<file path="config.mk">
export PLATFORM = sky130hd
export DESIGN_NAME = exec_core
export DESIGN_NICKNAME = d
export VERILOG_FILES = /design/src/rtl/exec_pkg.sv /design/src/rtl/bcd_adjust_unit.sv /design/src/rtl/watchdog_timer.sv /design/src/rtl/exec_core.sv
export SDC_FILE = /design/constraint.sdc
export NUM_CORES = 1
export LEC_CHECK = 0
export BUFFER_PORTS_ARGS = -buffer_cell sky130_fd_sc_hd__buf_2
export CORE_MARGIN = 4
export CORE_UTILIZATION = 35
export CTS_BUF_LIST = sky130_fd_sc_hd__clkbuf_8
export CTS_CLUSTER_DIAMETER = 30
export DETAILED_ROUTE_END_ITERATION = 10
export GPL_TIMING_DRIVEN = 0
export PLACE_DENSITY = 0.48
export SLEW_MARGIN = 20
export SYNTH_ARGS = -nofsm -noshare
export SYNTH_HDL_FRONTEND = slang
export SYNTH_SLANG_ARGS = --single-unit
</file>
<file path="constraint.sdc">
create_clock -name CLK -period 6.15 [get_ports CLK]
set_input_delay 0.615 -clock CLK [delete_from_list [all_inputs] [get_ports CLK]]
set_output_delay 0.615 -clock CLK [all_outputs]
set_load 0.01 [all_outputs]
</file>
<file path="src/rtl/exec_pkg.sv">
// Constants, opcodes and register map shared by the instruction execute block.
// Operation
// - Watchdog and both flags clear only after both pre-clear steps have run.
// - Invert the addressed byte into memory or accumulator; only zero flag changes.
// - Low nibble above nine or auxiliary carry set gets six added.
// - High nibble plus nibble carry above nine or carry set gets six, sets carry.
// - Subtract one from the byte into memory or accumulator; zero flag only.
// - Add one to the byte into memory or accumulator; zero flag only.
// - Power-down halts, clears watchdog and prescaler, sets power-down, clears timeout.
// - Direct jump loads the program counter from the instruction, no flags.
// - Copies between memory, immediate and accumulator change no flag.
// - OR accumulator with memory or immediate into accumulator or memory; zero only.
// - Subroutine return pops the program counter, two instruction cycles, no flags.
// - Return-with-value pops the program counter and loads the immediate.
// - Interrupt return pops the program counter and sets global interrupt enable.
// - Rotate left with bit 7 into bit 0, memory or accumulator, no flags.
// - Idle instruction only advances the program counter by one.
// - Writing the low program counter byte costs one more instruction cycle.
package exec_pkg;

	// ----------------------------------------------------------------------
	// Clocking and timing
	// ----------------------------------------------------------------------
	localparam int CLK_HZ = 25_000_000;
	localparam int CLKS_PER_ICYCLE = 4;
	localparam logic [7:0] PRESCALE_LAST = 8'hFF;

	// ----------------------------------------------------------------------
	// Register byte offsets
	// ----------------------------------------------------------------------
	localparam logic [7:0] ADDR_INSTR = 8'h00;
	localparam logic [7:0] ADDR_ACC = 8'h04;
	localparam logic [7:0] ADDR_FLAGS = 8'h08;
	localparam logic [7:0] ADDR_PC = 8'h0C;
	localparam logic [7:0] ADDR_STACK = 8'h10;
	localparam logic [7:0] ADDR_WATCH = 8'h14;
	localparam logic [7:0] ADDR_STATUS = 8'h18;
	localparam logic [7:0] ADDR_MEM_BASE = 8'h40;
	localparam logic [7:0] ADDR_MEM_LAST = 8'h7C;
	localparam int MEM_WORDS = 16;
	localparam logic [3:0] PCL_MEM_ADDR = 4'h2;

	// ----------------------------------------------------------------------
	// Field positions
	// ----------------------------------------------------------------------
	localparam int INSTR_OP_LSB = 0;
	localparam int INSTR_OPND_LSB = 8;
	localparam int INSTR_JADDR_LSB = 16;
	localparam int FLAG_CARRY = 0;
	localparam int FLAG_AUX = 1;
	localparam int FLAG_ZERO = 2;
	localparam int FLAG_WRAP = 3;
	localparam int FLAG_PD = 4;
	localparam int FLAG_TIMEOUT = 5;
	localparam int FLAG_GIE = 6;
	localparam int FLAG_HALTED = 7;
	localparam int STAT_BUSY = 0;
	localparam int STAT_PRE_FIRST = 1;
	localparam int STAT_PRE_SECOND = 2;

	// ----------------------------------------------------------------------
	// Reset values
	// ----------------------------------------------------------------------
	localparam logic [7:0] ACC_RESET = 8'h00;
	localparam logic [11:0] PC_RESET = 12'h000;
	localparam logic [7:0] WATCH_RESET = 8'h00;

	typedef enum logic [4:0] {
		OP_IDLE = 5'h00, OP_PRE_FIRST = 5'h01, OP_PRE_SECOND = 5'h02,
		OP_INV_M = 5'h03, OP_INV_A = 5'h04, OP_BCD = 5'h05,
		OP_MINUS_M = 5'h06, OP_MINUS_A = 5'h07, OP_PLUS_M = 5'h08,
		OP_PLUS_A = 5'h09, OP_POWERDOWN = 5'h0A, OP_GOTO = 5'h0B,
		OP_COPY_AM = 5'h0C, OP_COPY_AX = 5'h0D, OP_COPY_MA = 5'h0E,
		OP_UNION_AM = 5'h0F, OP_UNION_AX = 5'h10, OP_UNION_MM = 5'h11,
		OP_POP = 5'h12, OP_POP_VAL = 5'h13, OP_IRQ_EXIT = 5'h14,
		OP_ROT_M = 5'h15, OP_ROT_A = 5'h16
	} op_type;

endpackage

</file>
<file path="src/rtl/bcd_adjust_unit.sv">
// Combinational decimal adjust of the accumulator.
`timescale 1ns/1ps
`default_nettype none
module bcd_adjust_unit
	import exec_pkg::*;
(
	input wire logic [7:0] acc_in,
	input wire logic aux_in,
	input wire logic carry_in,
	output logic [7:0] result,
	output logic carry_out
);
	logic [4:0] low_sum;
	logic [4:0] high_sum;
	logic bcd_low_nibble_carry;

	always_comb begin
		low_sum = {1'b0, acc_in[3:0]};
		if (acc_in[3:0] > 4'h9 || aux_in) begin
			low_sum = low_sum + 5'h06;
		end
		bcd_low_nibble_carry = low_sum[4];
		high_sum = {1'b0, acc_in[7:4]} + {4'h0, bcd_low_nibble_carry};
		if (high_sum > 5'h09 || carry_in) begin
			high_sum = high_sum + 5'h06;
			carry_out = 1'b1;
		end else begin
			carry_out = carry_in;
		end
		result = {high_sum[3:0], low_sum[3:0]};
	end
endmodule
`default_nettype wire

</file>
<file path="src/rtl/watchdog_timer.sv">
// Watchdog counter behind an 8-bit prescaler.
`timescale 1ns/1ps
`default_nettype none
module watchdog_timer
	import exec_pkg::*;
(
	input wire logic clk,
	input wire logic rst_n,
	input wire logic clear,
	output logic [7:0] count,
	output logic overflow
);
	logic [7:0] prescale_r;

	always_ff @(posedge clk or negedge rst_n) begin
		if (!rst_n) begin
			prescale_r <= 8'h00;
			count <= WATCH_RESET;
			overflow <= 1'b0;
		end else if (clear) begin
			prescale_r <= 8'h00;
			count <= WATCH_RESET;
			overflow <= 1'b0;
		end else begin
			overflow <= 1'b0;
			if (prescale_r == PRESCALE_LAST) begin
				prescale_r <= 8'h00;
				count <= count + 8'h01;
				overflow <= (count == 8'hFF);
			end else begin
				prescale_r <= prescale_r + 8'h01;
			end
		end
	end
endmodule
`default_nettype wire

</file>
<file path="src/rtl/exec_core.sv">
// Instruction execute subset with its Avalon-MM register slave.
//
// The placing of the registers and register access over Avalon-MM are this design's own decisions.
`timescale 1ns/1ps
`default_nettype none
module exec_core
	import exec_pkg::*;
(
	input wire logic CLK,
	input wire logic RST_N,
	input wire logic [7:0] ADDRESS,
	input wire logic READ,
	input wire logic WRITE,
	input wire logic [31:0] WRITEDATA,
	output logic [31:0] READDATA,
	output logic WAITREQUEST,
	output logic CORE_BUSY,
	output logic CORE_HALTED,
	output logic IRQ_ENABLE
);
	// ----------------------------------------------------------------------
	// State
	// ----------------------------------------------------------------------
	logic [7:0] acc_r;
	logic [7:0] mem_r [MEM_WORDS];
	logic [11:0] pc_r;
	logic [11:0] stack_r;
	logic carry_r;
	logic auxiliary_carry_r;
	logic zero_r;
	logic twos_complement_wrap_flag_r;
	logic powerdown_flag_r;
	logic watchdog_timeout_flag_r;
	logic global_irq_enable_r;
	logic halted_r;
	logic watchdog_preclear_first_r;
	logic watchdog_preclear_second_r;
	logic busy_r;
	logic [3:0] cnt_r;
	op_type op_r;
	logic [7:0] opnd_r;
	logic [11:0] jaddr_r;
	logic wait_r;
	logic [31:0] rdata_r;
	logic [7:0] wd_count;

	// ----------------------------------------------------------------------
	// Bus handshake
	// ----------------------------------------------------------------------
	logic req;
	logic stall;
	logic take;
	logic wr;
	logic [31:0] rd_val;
	logic mem_sel;
	logic [3:0] bus_maddr;

	assign req = READ | WRITE;
	// Writes wait while an instruction runs, so bus and execution never
	// update the same state in one cycle.
	assign stall = WRITE & busy_r;
	assign take = req & wait_r & ~stall;
	assign wr = WRITE & ~wait_r;
	assign mem_sel = (ADDRESS >= ADDR_MEM_BASE) && (ADDRESS <= ADDR_MEM_LAST)
		&& (ADDRESS[1:0] == 2'b00);
	assign bus_maddr = ADDRESS[5:2];

	always_ff @(posedge CLK or negedge RST_N) begin
		if (!RST_N) begin
			wait_r <= 1'b1;
		end else if (!wait_r) begin
			wait_r <= 1'b1;
		end else if (take) begin
			wait_r <= 1'b0;
		end
	end

	always_comb begin
		rd_val = 32'h0000_0000;
		if (mem_sel) begin
			rd_val = {24'h000000, mem_r[bus_maddr]};
		end else begin
			case (ADDRESS)
				ADDR_ACC: rd_val = {24'h000000, acc_r};
				ADDR_FLAGS: rd_val = {24'h000000, halted_r, global_irq_enable_r,
					watchdog_timeout_flag_r, powerdown_flag_r,
					twos_complement_wrap_flag_r, zero_r, auxiliary_carry_r, carry_r};
				ADDR_PC: rd_val = {20'h00000, pc_r};
				ADDR_STACK: rd_val = {20'h00000, stack_r};
				ADDR_WATCH: rd_val = {24'h000000, wd_count};
				ADDR_STATUS: rd_val = {29'h00000000, watchdog_preclear_second_r,
					watchdog_preclear_first_r, busy_r};
				ADDR_INSTR: rd_val = {4'h0, jaddr_r, opnd_r, 3'b000, op_r};
				default: rd_val = 32'h0000_0000;
			endcase
		end
	end

	always_ff @(posedge CLK or negedge RST_N) begin
		if (!RST_N) begin
			rdata_r <= 32'h0000_0000;
		end else if (take && READ) begin
			rdata_r <= rd_val;
		end
	end

	// ----------------------------------------------------------------------
	// Instruction issue and cycle count
	// ----------------------------------------------------------------------
	logic issue;
	op_type new_op;
	logic [3:0] new_maddr;
	logic [3:0] new_cnt;
	logic retire;

	function automatic logic writes_mem(input op_type op);
		case (op)
			OP_INV_M, OP_BCD, OP_MINUS_M, OP_PLUS_M,
			OP_COPY_MA, OP_UNION_MM, OP_ROT_M: writes_mem = 1'b1;
			default: writes_mem = 1'b0;
		endcase
	endfunction

	assign new_op = op_type'(WRITEDATA[INSTR_OP_LSB +: 5]);
	assign new_maddr = WRITEDATA[INSTR_OPND_LSB +: 4];
	// An instruction written while halted is dropped.
	assign issue = wr && (ADDRESS == ADDR_INSTR) && !halted_r;
	assign retire = busy_r && (cnt_r == 4'h0);

	always_comb begin
		case (new_op)
			OP_POP, OP_POP_VAL, OP_IRQ_EXIT, OP_GOTO: new_cnt = 4'(2 * CLKS_PER_ICYCLE - 1);
			default: new_cnt = 4'(CLKS_PER_ICYCLE - 1);
		endcase
		// extra instruction cycle on low PC write
		if (writes_mem(new_op) && new_maddr == PCL_MEM_ADDR) begin
			new_cnt = new_cnt + 4'(CLKS_PER_ICYCLE);
		end
	end

	always_ff @(posedge CLK or negedge RST_N) begin
		if (!RST_N) begin
			busy_r <= 1'b0;
			cnt_r <= 4'h0;
			op_r <= OP_IDLE;
			opnd_r <= 8'h00;
			jaddr_r <= 12'h000;
		end else if (issue) begin
			busy_r <= 1'b1;
			cnt_r <= new_cnt;
			op_r <= new_op;
			opnd_r <= WRITEDATA[INSTR_OPND_LSB +: 8];
			jaddr_r <= WRITEDATA[INSTR_JADDR_LSB +: 12];
		end else if (retire) begin
			busy_r <= 1'b0;
		end else if (busy_r) begin
			cnt_r <= cnt_r - 4'h1;
		end
	end

	// ----------------------------------------------------------------------
	// Datapath
	// ----------------------------------------------------------------------
	logic [3:0] maddr;
	logic [7:0] mval;
	logic [7:0] res;
	logic to_mem;
	logic to_acc;
	logic upd_zero;
	logic [7:0] bcd_res;
	logic bcd_carry;
	logic pair_done;
	logic wd_clear;
	logic wd_overflow;

	assign maddr = opnd_r[3:0];
	// The low program counter byte is visible as one data memory location.
	assign mval = (maddr == PCL_MEM_ADDR) ? pc_r[7:0] : mem_r[maddr];

	bcd_adjust_unit bcd_adjust_unit_i (
		.acc_in(acc_r),
		.aux_in(auxiliary_carry_r),
		.carry_in(carry_r),
		.result(bcd_res),
		.carry_out(bcd_carry)
	);

	always_comb begin
		res = 8'h00;
		to_mem = 1'b0;
		to_acc = 1'b0;
		upd_zero = 1'b0;
		case (op_r)
			OP_INV_M: begin res = ~mval; to_mem = 1'b1; upd_zero = 1'b1; end
			OP_INV_A: begin res = ~mval; to_acc = 1'b1; upd_zero = 1'b1; end
			OP_BCD: begin res = bcd_res; to_mem = 1'b1; end
			OP_MINUS_M: begin res = mval - 8'h01; to_mem = 1'b1; upd_zero = 1'b1; end
			OP_MINUS_A: begin res = mval - 8'h01; to_acc = 1'b1; upd_zero = 1'b1; end
			OP_PLUS_M: begin res = mval + 8'h01; to_mem = 1'b1; upd_zero = 1'b1; end
			OP_PLUS_A: begin res = mval + 8'h01; to_acc = 1'b1; upd_zero = 1'b1; end
			OP_COPY_AM: begin res = mval; to_acc = 1'b1; end
			OP_COPY_AX: begin res = opnd_r; to_acc = 1'b1; end
			OP_COPY_MA: begin res = acc_r; to_mem = 1'b1; end
			OP_UNION_AM: begin res = acc_r | mval; to_acc = 1'b1; upd_zero = 1'b1; end
			OP_UNION_AX: begin res = acc_r | opnd_r; to_acc = 1'b1; upd_zero = 1'b1; end
			OP_UNION_MM: begin res = acc_r | mval; to_mem = 1'b1; upd_zero = 1'b1; end
			OP_POP_VAL: begin res = opnd_r; to_acc = 1'b1; end
			// rotate left, bit 7 into bit 0
			OP_ROT_M: begin res = {mval[6:0], mval[7]}; to_mem = 1'b1; end
			OP_ROT_A: begin res = {mval[6:0], mval[7]}; to_acc = 1'b1; end
			default: begin res = 8'h00; end
		endcase
	end

	// pair completes only with the other recorded
	assign pair_done = retire && ((op_r == OP_PRE_FIRST && watchdog_preclear_second_r)
		|| (op_r == OP_PRE_SECOND && watchdog_preclear_first_r));
	assign wd_clear = pair_done || (retire && op_r == OP_POWERDOWN);

	watchdog_timer watchdog_timer_i (
		.clk(CLK),
		.rst_n(RST_N),
		.clear(wd_clear),
		.count(wd_count),
		.overflow(wd_overflow)
	);

	// ----------------------------------------------------------------------
	// Accumulator and data memory
	// ----------------------------------------------------------------------
	always_ff @(posedge CLK or negedge RST_N) begin
		if (!RST_N) begin
			acc_r <= ACC_RESET;
		end else if (wr && ADDRESS == ADDR_ACC) begin
			acc_r <= WRITEDATA[7:0];
		end else if (retire && to_acc) begin
			acc_r <= res;
		end
	end

	always_ff @(posedge CLK or negedge RST_N) begin
		if (!RST_N) begin
			for (int i = 0; i < MEM_WORDS; i++) begin
				mem_r[i] <= 8'h00;
			end
		end else if (wr && mem_sel) begin
			mem_r[bus_maddr] <= WRITEDATA[7:0];
		end else if (retire && to_mem && maddr != PCL_MEM_ADDR) begin
			mem_r[maddr] <= res;
		end
	end

	// ----------------------------------------------------------------------
	// Program counter and stack
	// ----------------------------------------------------------------------
	always_ff @(posedge CLK or negedge RST_N) begin
		if (!RST_N) begin
			pc_r <= PC_RESET;
		end else if (wr && ADDRESS == ADDR_PC) begin
			pc_r <= WRITEDATA[11:0];
		end else if (retire) begin
			if (to_mem && maddr == PCL_MEM_ADDR) begin
				pc_r <= {pc_r[11:8], res};
			end else begin
				case (op_r)
					OP_GOTO: pc_r <= jaddr_r;
					OP_POP, OP_POP_VAL, OP_IRQ_EXIT: pc_r <= stack_r;
					default: pc_r <= pc_r + 12'h001;
				endcase
			end
		end
	end

	always_ff @(posedge CLK or negedge RST_N) begin
		if (!RST_N) begin
			stack_r <= PC_RESET;
		end else if (wr && ADDRESS == ADDR_STACK) begin
			stack_r <= WRITEDATA[11:0];
		end
	end

	// ----------------------------------------------------------------------
	// Pre-clear records
	// ----------------------------------------------------------------------
	always_ff @(posedge CLK or negedge RST_N) begin
		if (!RST_N) begin
			watchdog_preclear_first_r <= 1'b0;
			watchdog_preclear_second_r <= 1'b0;
		end else if (pair_done) begin
			watchdog_preclear_first_r <= 1'b0;
			watchdog_preclear_second_r <= 1'b0;
		end else if (retire && op_r == OP_PRE_FIRST) begin
			watchdog_preclear_first_r <= 1'b1;
		end else if (retire && op_r == OP_PRE_SECOND) begin
			watchdog_preclear_second_r <= 1'b1;
		end
	end

	// ----------------------------------------------------------------------
	// Flags
	// ----------------------------------------------------------------------
	always_ff @(posedge CLK or negedge RST_N) begin
		if (!RST_N) begin
			carry_r <= 1'b0;
			auxiliary_carry_r <= 1'b0;
			zero_r <= 1'b0;
			twos_complement_wrap_flag_r <= 1'b0;
			powerdown_flag_r <= 1'b0;
			watchdog_timeout_flag_r <= 1'b0;
			global_irq_enable_r <= 1'b0;
			halted_r <= 1'b0;
		end else begin
			if (wr && ADDRESS == ADDR_FLAGS) begin
				carry_r <= WRITEDATA[FLAG_CARRY];
				auxiliary_carry_r <= WRITEDATA[FLAG_AUX];
				zero_r <= WRITEDATA[FLAG_ZERO];
				twos_complement_wrap_flag_r <= WRITEDATA[FLAG_WRAP];
				powerdown_flag_r <= WRITEDATA[FLAG_PD];
				watchdog_timeout_flag_r <= WRITEDATA[FLAG_TIMEOUT];
				global_irq_enable_r <= WRITEDATA[FLAG_GIE];
				halted_r <= halted_r & WRITEDATA[FLAG_HALTED];
			end
			if (retire) begin
				if (upd_zero) begin
					zero_r <= (res == 8'h00);
				end
				if (op_r == OP_BCD) begin
					carry_r <= bcd_carry;
				end
				if (op_r == OP_IRQ_EXIT) begin
					global_irq_enable_r <= 1'b1;
				end
				if (op_r == OP_POWERDOWN) begin
					powerdown_flag_r <= 1'b1;
					watchdog_timeout_flag_r <= 1'b0;
					halted_r <= 1'b1;
				end
				if (pair_done) begin
					powerdown_flag_r <= 1'b0;
					watchdog_timeout_flag_r <= 1'b0;
				end
			end
			// A timeout in the same cycle as a software clear must not be lost.
			if (wd_overflow) begin
				watchdog_timeout_flag_r <= 1'b1;
			end
		end
	end

	// ----------------------------------------------------------------------
	// Outputs
	// ----------------------------------------------------------------------
	assign READDATA = rdata_r;
	assign WAITREQUEST = wait_r;
	assign CORE_BUSY = busy_r;
	assign CORE_HALTED = halted_r;
	assign IRQ_ENABLE = global_irq_enable_r;
endmodule
`default_nettype wire

</file>
==> impl_metrics.tcl <==
set metrics [dict create \
    status "completed" \
    synth_cell_types 83 \
    hold_buffers 1 \
    p_leak_nw 7.36 \
    rrSetupSlack_ns 0.65 \
    fill_cells 4149 \
    hold_viol 0 \
    core-area_mm2 0.0419 \
    cts_buffers 72 \
    multiInputGateArea_mm2 0.00808 \
    route.detailed.drc 0 \
    die_x_um 213 \
    synth_area_mm2 0.0148 \
    layout.area.seq_mm2 0.00616 \
    worstHoldStart "WRITEDATA[12]" \
    ys.flop_type "dfrtp_1" \
    yosys_warnings 0 \
    root_buffer "clkbuf_8" \
    via_per_inst 6.13 \
    post_drt_wl_per_cell_um 27.9 \
    cpMostUsedCell "buf_6" \
    criticalPathCategory "reg -> reg" \
    area_growth_pct 19.5 \
    holdPathStages 2 \
    vdd_drop_max_mv 0.159 \
    slew_headroom 0.192 \
    powerDensity_mw_per_mm2 296 \
    cts_setup_buffers 0 \
    clkLatencyLatePin_ns 0.63 \
    finalSetupTns_ns 0 \
    syn_avg_cell_area_um2 10.1 \
    wl_um 61200 \
    startpoint_type "register" \
    slew_viol_final 0 \
    total_power_mw 5.23 \
    setup_ws_ns 0.649 \
    place_inst 2061 \
    antenna_found_initial 4 \
    worst_hold_path_type "in -> reg" \
    rsz0062_at_grt "false" \
    reg2reg_from "opnd_r[1]$_DFFE_PN0P_" \
    dp_hpwl_um 43700 \
    timing.rr.end "mem_r[5]$_DFFE_PN0P_" \
    cts_tree "built" \
    ios 80 \
    cp_slowest_cell "a211oi_2" \
    fmax_mhz 182 \
    worstPathCellList "buf_6, buf_6, buf_6, mux2i_1, o21ai_0, o32ai_1, nor2_1, ha_1, inv_1, a32o_1, a2111oi_0, nand4_1, a211oi_2, clkbuf_1, o21ai_0" \
    setup_violations 0 \
    fp.dieH_um 213 \
    clk_pin_slew_worst_paths_ns 0.06 \
    gp_congestion 0.975 \
    critPathCaptureType "register" \
    num_rows 75 \
    seq_area_frac_synth 0.417 \
    layout.nets 1659 \
    synthArstFlopShare 1.00 \
    drive_above_1_share 0.224 \
    whs_endpoint "opnd_r[4]$_DFFE_PN0P_" \
    grt_max_degree 89 \
    grt_overflow 0 \
    clockBufferDepth 3 \
    post-route-period-util 0.894 \
    drt_iter0_markers 1470 \
    postSynthCellCount 1457 \
    cts_resized 0 \
    fin_crit_ns 5.50 \
    firstDrtPassIters 6 \
    finClkSkew_ns 0.0187 \
    portBuffers 59 \
    whs_ns 0.234 \
    grt_usage 0.267 \
    start_util 0.353 \
    crit_arrival_ns 5.98 \
    tightest_slew_ns 1.20 \
    grt_pass1_wl_um 89400 \
    ant_nets 0 \
    grt_pass1_vias 13200 \
    stdcell_count 2190 \
    maxCapViolCount 0 \
    die-area_mm2 0.0456 \
    via_count 13400 \
    critPathRequiredTime_ns 6.63 \
    cts_sinks 246 \
    reg2regPathDepth 15 \
    path_max_fanout 10 \
    post-place-ws_ns 0.787 \
    max_stage_delay_ns 0.94 \
    synth_edf_count 0 \
    htreeDepth 3 \
    synth-seq-cells 246 \
]
==> worst max-delay path by stage <==
stage,startpoint,end,slack (ns),depth (start not counted)
after detailed placement,opnd_r[1]$_DFFE_PN0P_,mem_r[101]$_DFFE_PN0P_,0.79,15
final,opnd_r[1]$_DFFE_PN0P_,mem_r[5]$_DFFE_PN0P_,0.65,15
after CTS,opnd_r[1]$_DFFE_PN0P_,mem_r[13]$_DFFE_PN0P_,0.76,15
after global placement,RST_N,mem_r[6]$_DFFE_PN0P_,-0.41,1
after global routing,opnd_r[1]$_DFFE_PN0P_,mem_r[45]$_DFFE_PN0P_,0.42,15
after floorplan,opnd_r[1]$_DFFE_PN0P_,zero_r$_DFF_PN0_,2.36,17
==> kinds of logic (layout without fill, tap and decap cells) <==
group,Yosys count,after routing,synth area share
XOR/XNOR,32,32,0.0190
adder cells (fa/ha/maj),17,17,0.0149
other,1,5,0.000254
AND/OR/NAND/NOR,366,366,0.117
multiplexers,161,161,0.168
buffers and inverters,141,331,0.0407
flip-flops,246,246,0.417
AO/OA/AOI/OAI,493,493,0.223
==> state kept, by name (all words and copies together) (netlist names), 4 cells and up <==
name                         count
pc_r                            12
opnd_r                           8
watchdog_timer_i.prescale_r      8
READDATA                        28
watchdog_timer_i.count           8
op_r                             5
jaddr_r                         12
cnt_r                            4
acc_r                            8
mem_r                          128
stack_r                         12
==> routing by layer <==
layer  track usage  wire length (um)  up-vias
met5             0                10        -
met4         0.119              2850        2
met3        0.0789              5470      163
met2         0.417             27800      698
met1         0.346             25000     6713
li1              -                 -     5839
==> layout make-up <==
cell class / count / share of cell area
antenna: 1 / 0.000142
buffer: 120 / 0.0296
clock buffer: 85 / 0.0662
clock inverter: 41 / 0.0320
inverter: 21 / 0.00446
multi-input combinational: 1073 / 0.458
sequential: 246 / 0.349
tap: 539 / 0.0382
timing repair buffer: 64 / 0.0230
==> metrics by stage <==
stage,utilization,cell area (um^2)
after floorplan,-,14800
after global placement,0.377,15800
after detailed placement,0.380,15900
after CTS,0.421,17600
after global routing,0.422,17700
final,0.422,17700
==> critical path, delay by kind of cell, from the launching register on <==
| kind | cells | cell delay [ns] |
|---|---|---|
| compound gates | 6 | 2.14 |
| buf+inv | 5 | 1.19 |
| mux | 1 | 0.56 |
| simple gates | 2 | 0.51 |
| fa+ha+maj | 1 | 0.41 |
| flops | 1 | 0.52 |
==> report_power, final <==
part,total (mW),switching [mW],internal [mW]
clock network,2.76,0.916,1.84
logic,0.590,0.357,0.233
registers,1.88,0.152,1.73
total,5.23,1.43,3.80
==> cell usage after synthesis, drive strengths merged (3+ instances only) <==
cell | count | area (um^2)
a32oi | 5 | 43.8
mux2i | 33 | 330
nand2 | 122 | 458
nor2b | 12 | 75.1
nor2 | 106 | 398
nand3 | 27 | 135
o21a | 4 | 30.0
mux2 | 65 | 736
a22oi | 134 | 1020
nor4b | 3 | 26.3
a211o | 3 | 26.3
mux4 | 63 | 1420
nor4 | 3 | 18.8
or3 | 5 | 36.3
or2 | 5 | 31.3
o21ai | 168 | 841
and4 | 5 | 43.8
nand4 | 7 | 43.8
a21oi | 62 | 329
a22o | 25 | 219
or3b | 3 | 26.3
dfrtp | 245 | 6130
xor2 | 18 | 158
a221oi | 11 | 96.3
and2 | 6 | 37.5
buf | 37 | 209
nor3b | 6 | 55.1
a31oi | 10 | 62.6
o21bai | 5 | 37.5
xnor2 | 14 | 123
nand3b | 3 | 22.5
a222oi | 3 | 30.0
a21o | 6 | 45.0
nor3 | 21 | 110
o22ai | 3 | 18.8
and3 | 11 | 68.8
inv | 21 | 78.8
o211ai | 17 | 128
a221o | 9 | 90.1
nand2b | 15 | 93.8
ha | 16 | 200
a211oi | 10 | 108
clkbuf | 83 | 314
==> cell usage in the layout, fill, tap and decap left out, types with 8 or more instances in the layout <==
cell type / netlist / routed
and3_1: 11 / 11
o21ai_0: 165 / 165
nor2b_1: 12 / 12
buf_2: 14 / 72
ha_1: 16 / 16
buf_1: 12 / 12
xnor2_1: 14 / 14
dfrtp_1: 245 / 245
o211ai_1: 17 / 17
nand3_1: 27 / 27
nor3_1: 20 / 17
nand2b_1: 15 / 15
nand2_1: 122 / 122
bufinv_16: 0 / 14
a221oi_1: 11 / 11
a21oi_1: 59 / 58
mux4_2: 62 / 62
a31oi_1: 10 / 8
mux2_2: 64 / 64
clkbuf_8: 0 / 85
inv_1: 21 / 29
clkinv_2: 0 / 11
a22oi_1: 132 / 132
nor2_1: 106 / 105
xor2_1: 18 / 18
mux2i_1: 33 / 33
buf_4: 8 / 9
clkinvlp_4: 0 / 8
a22o_1: 25 / 25
clkbuf_1: 81 / 81
a221o_1: 9 / 9
Note: power is estimated with default switching activity, not from simulation.
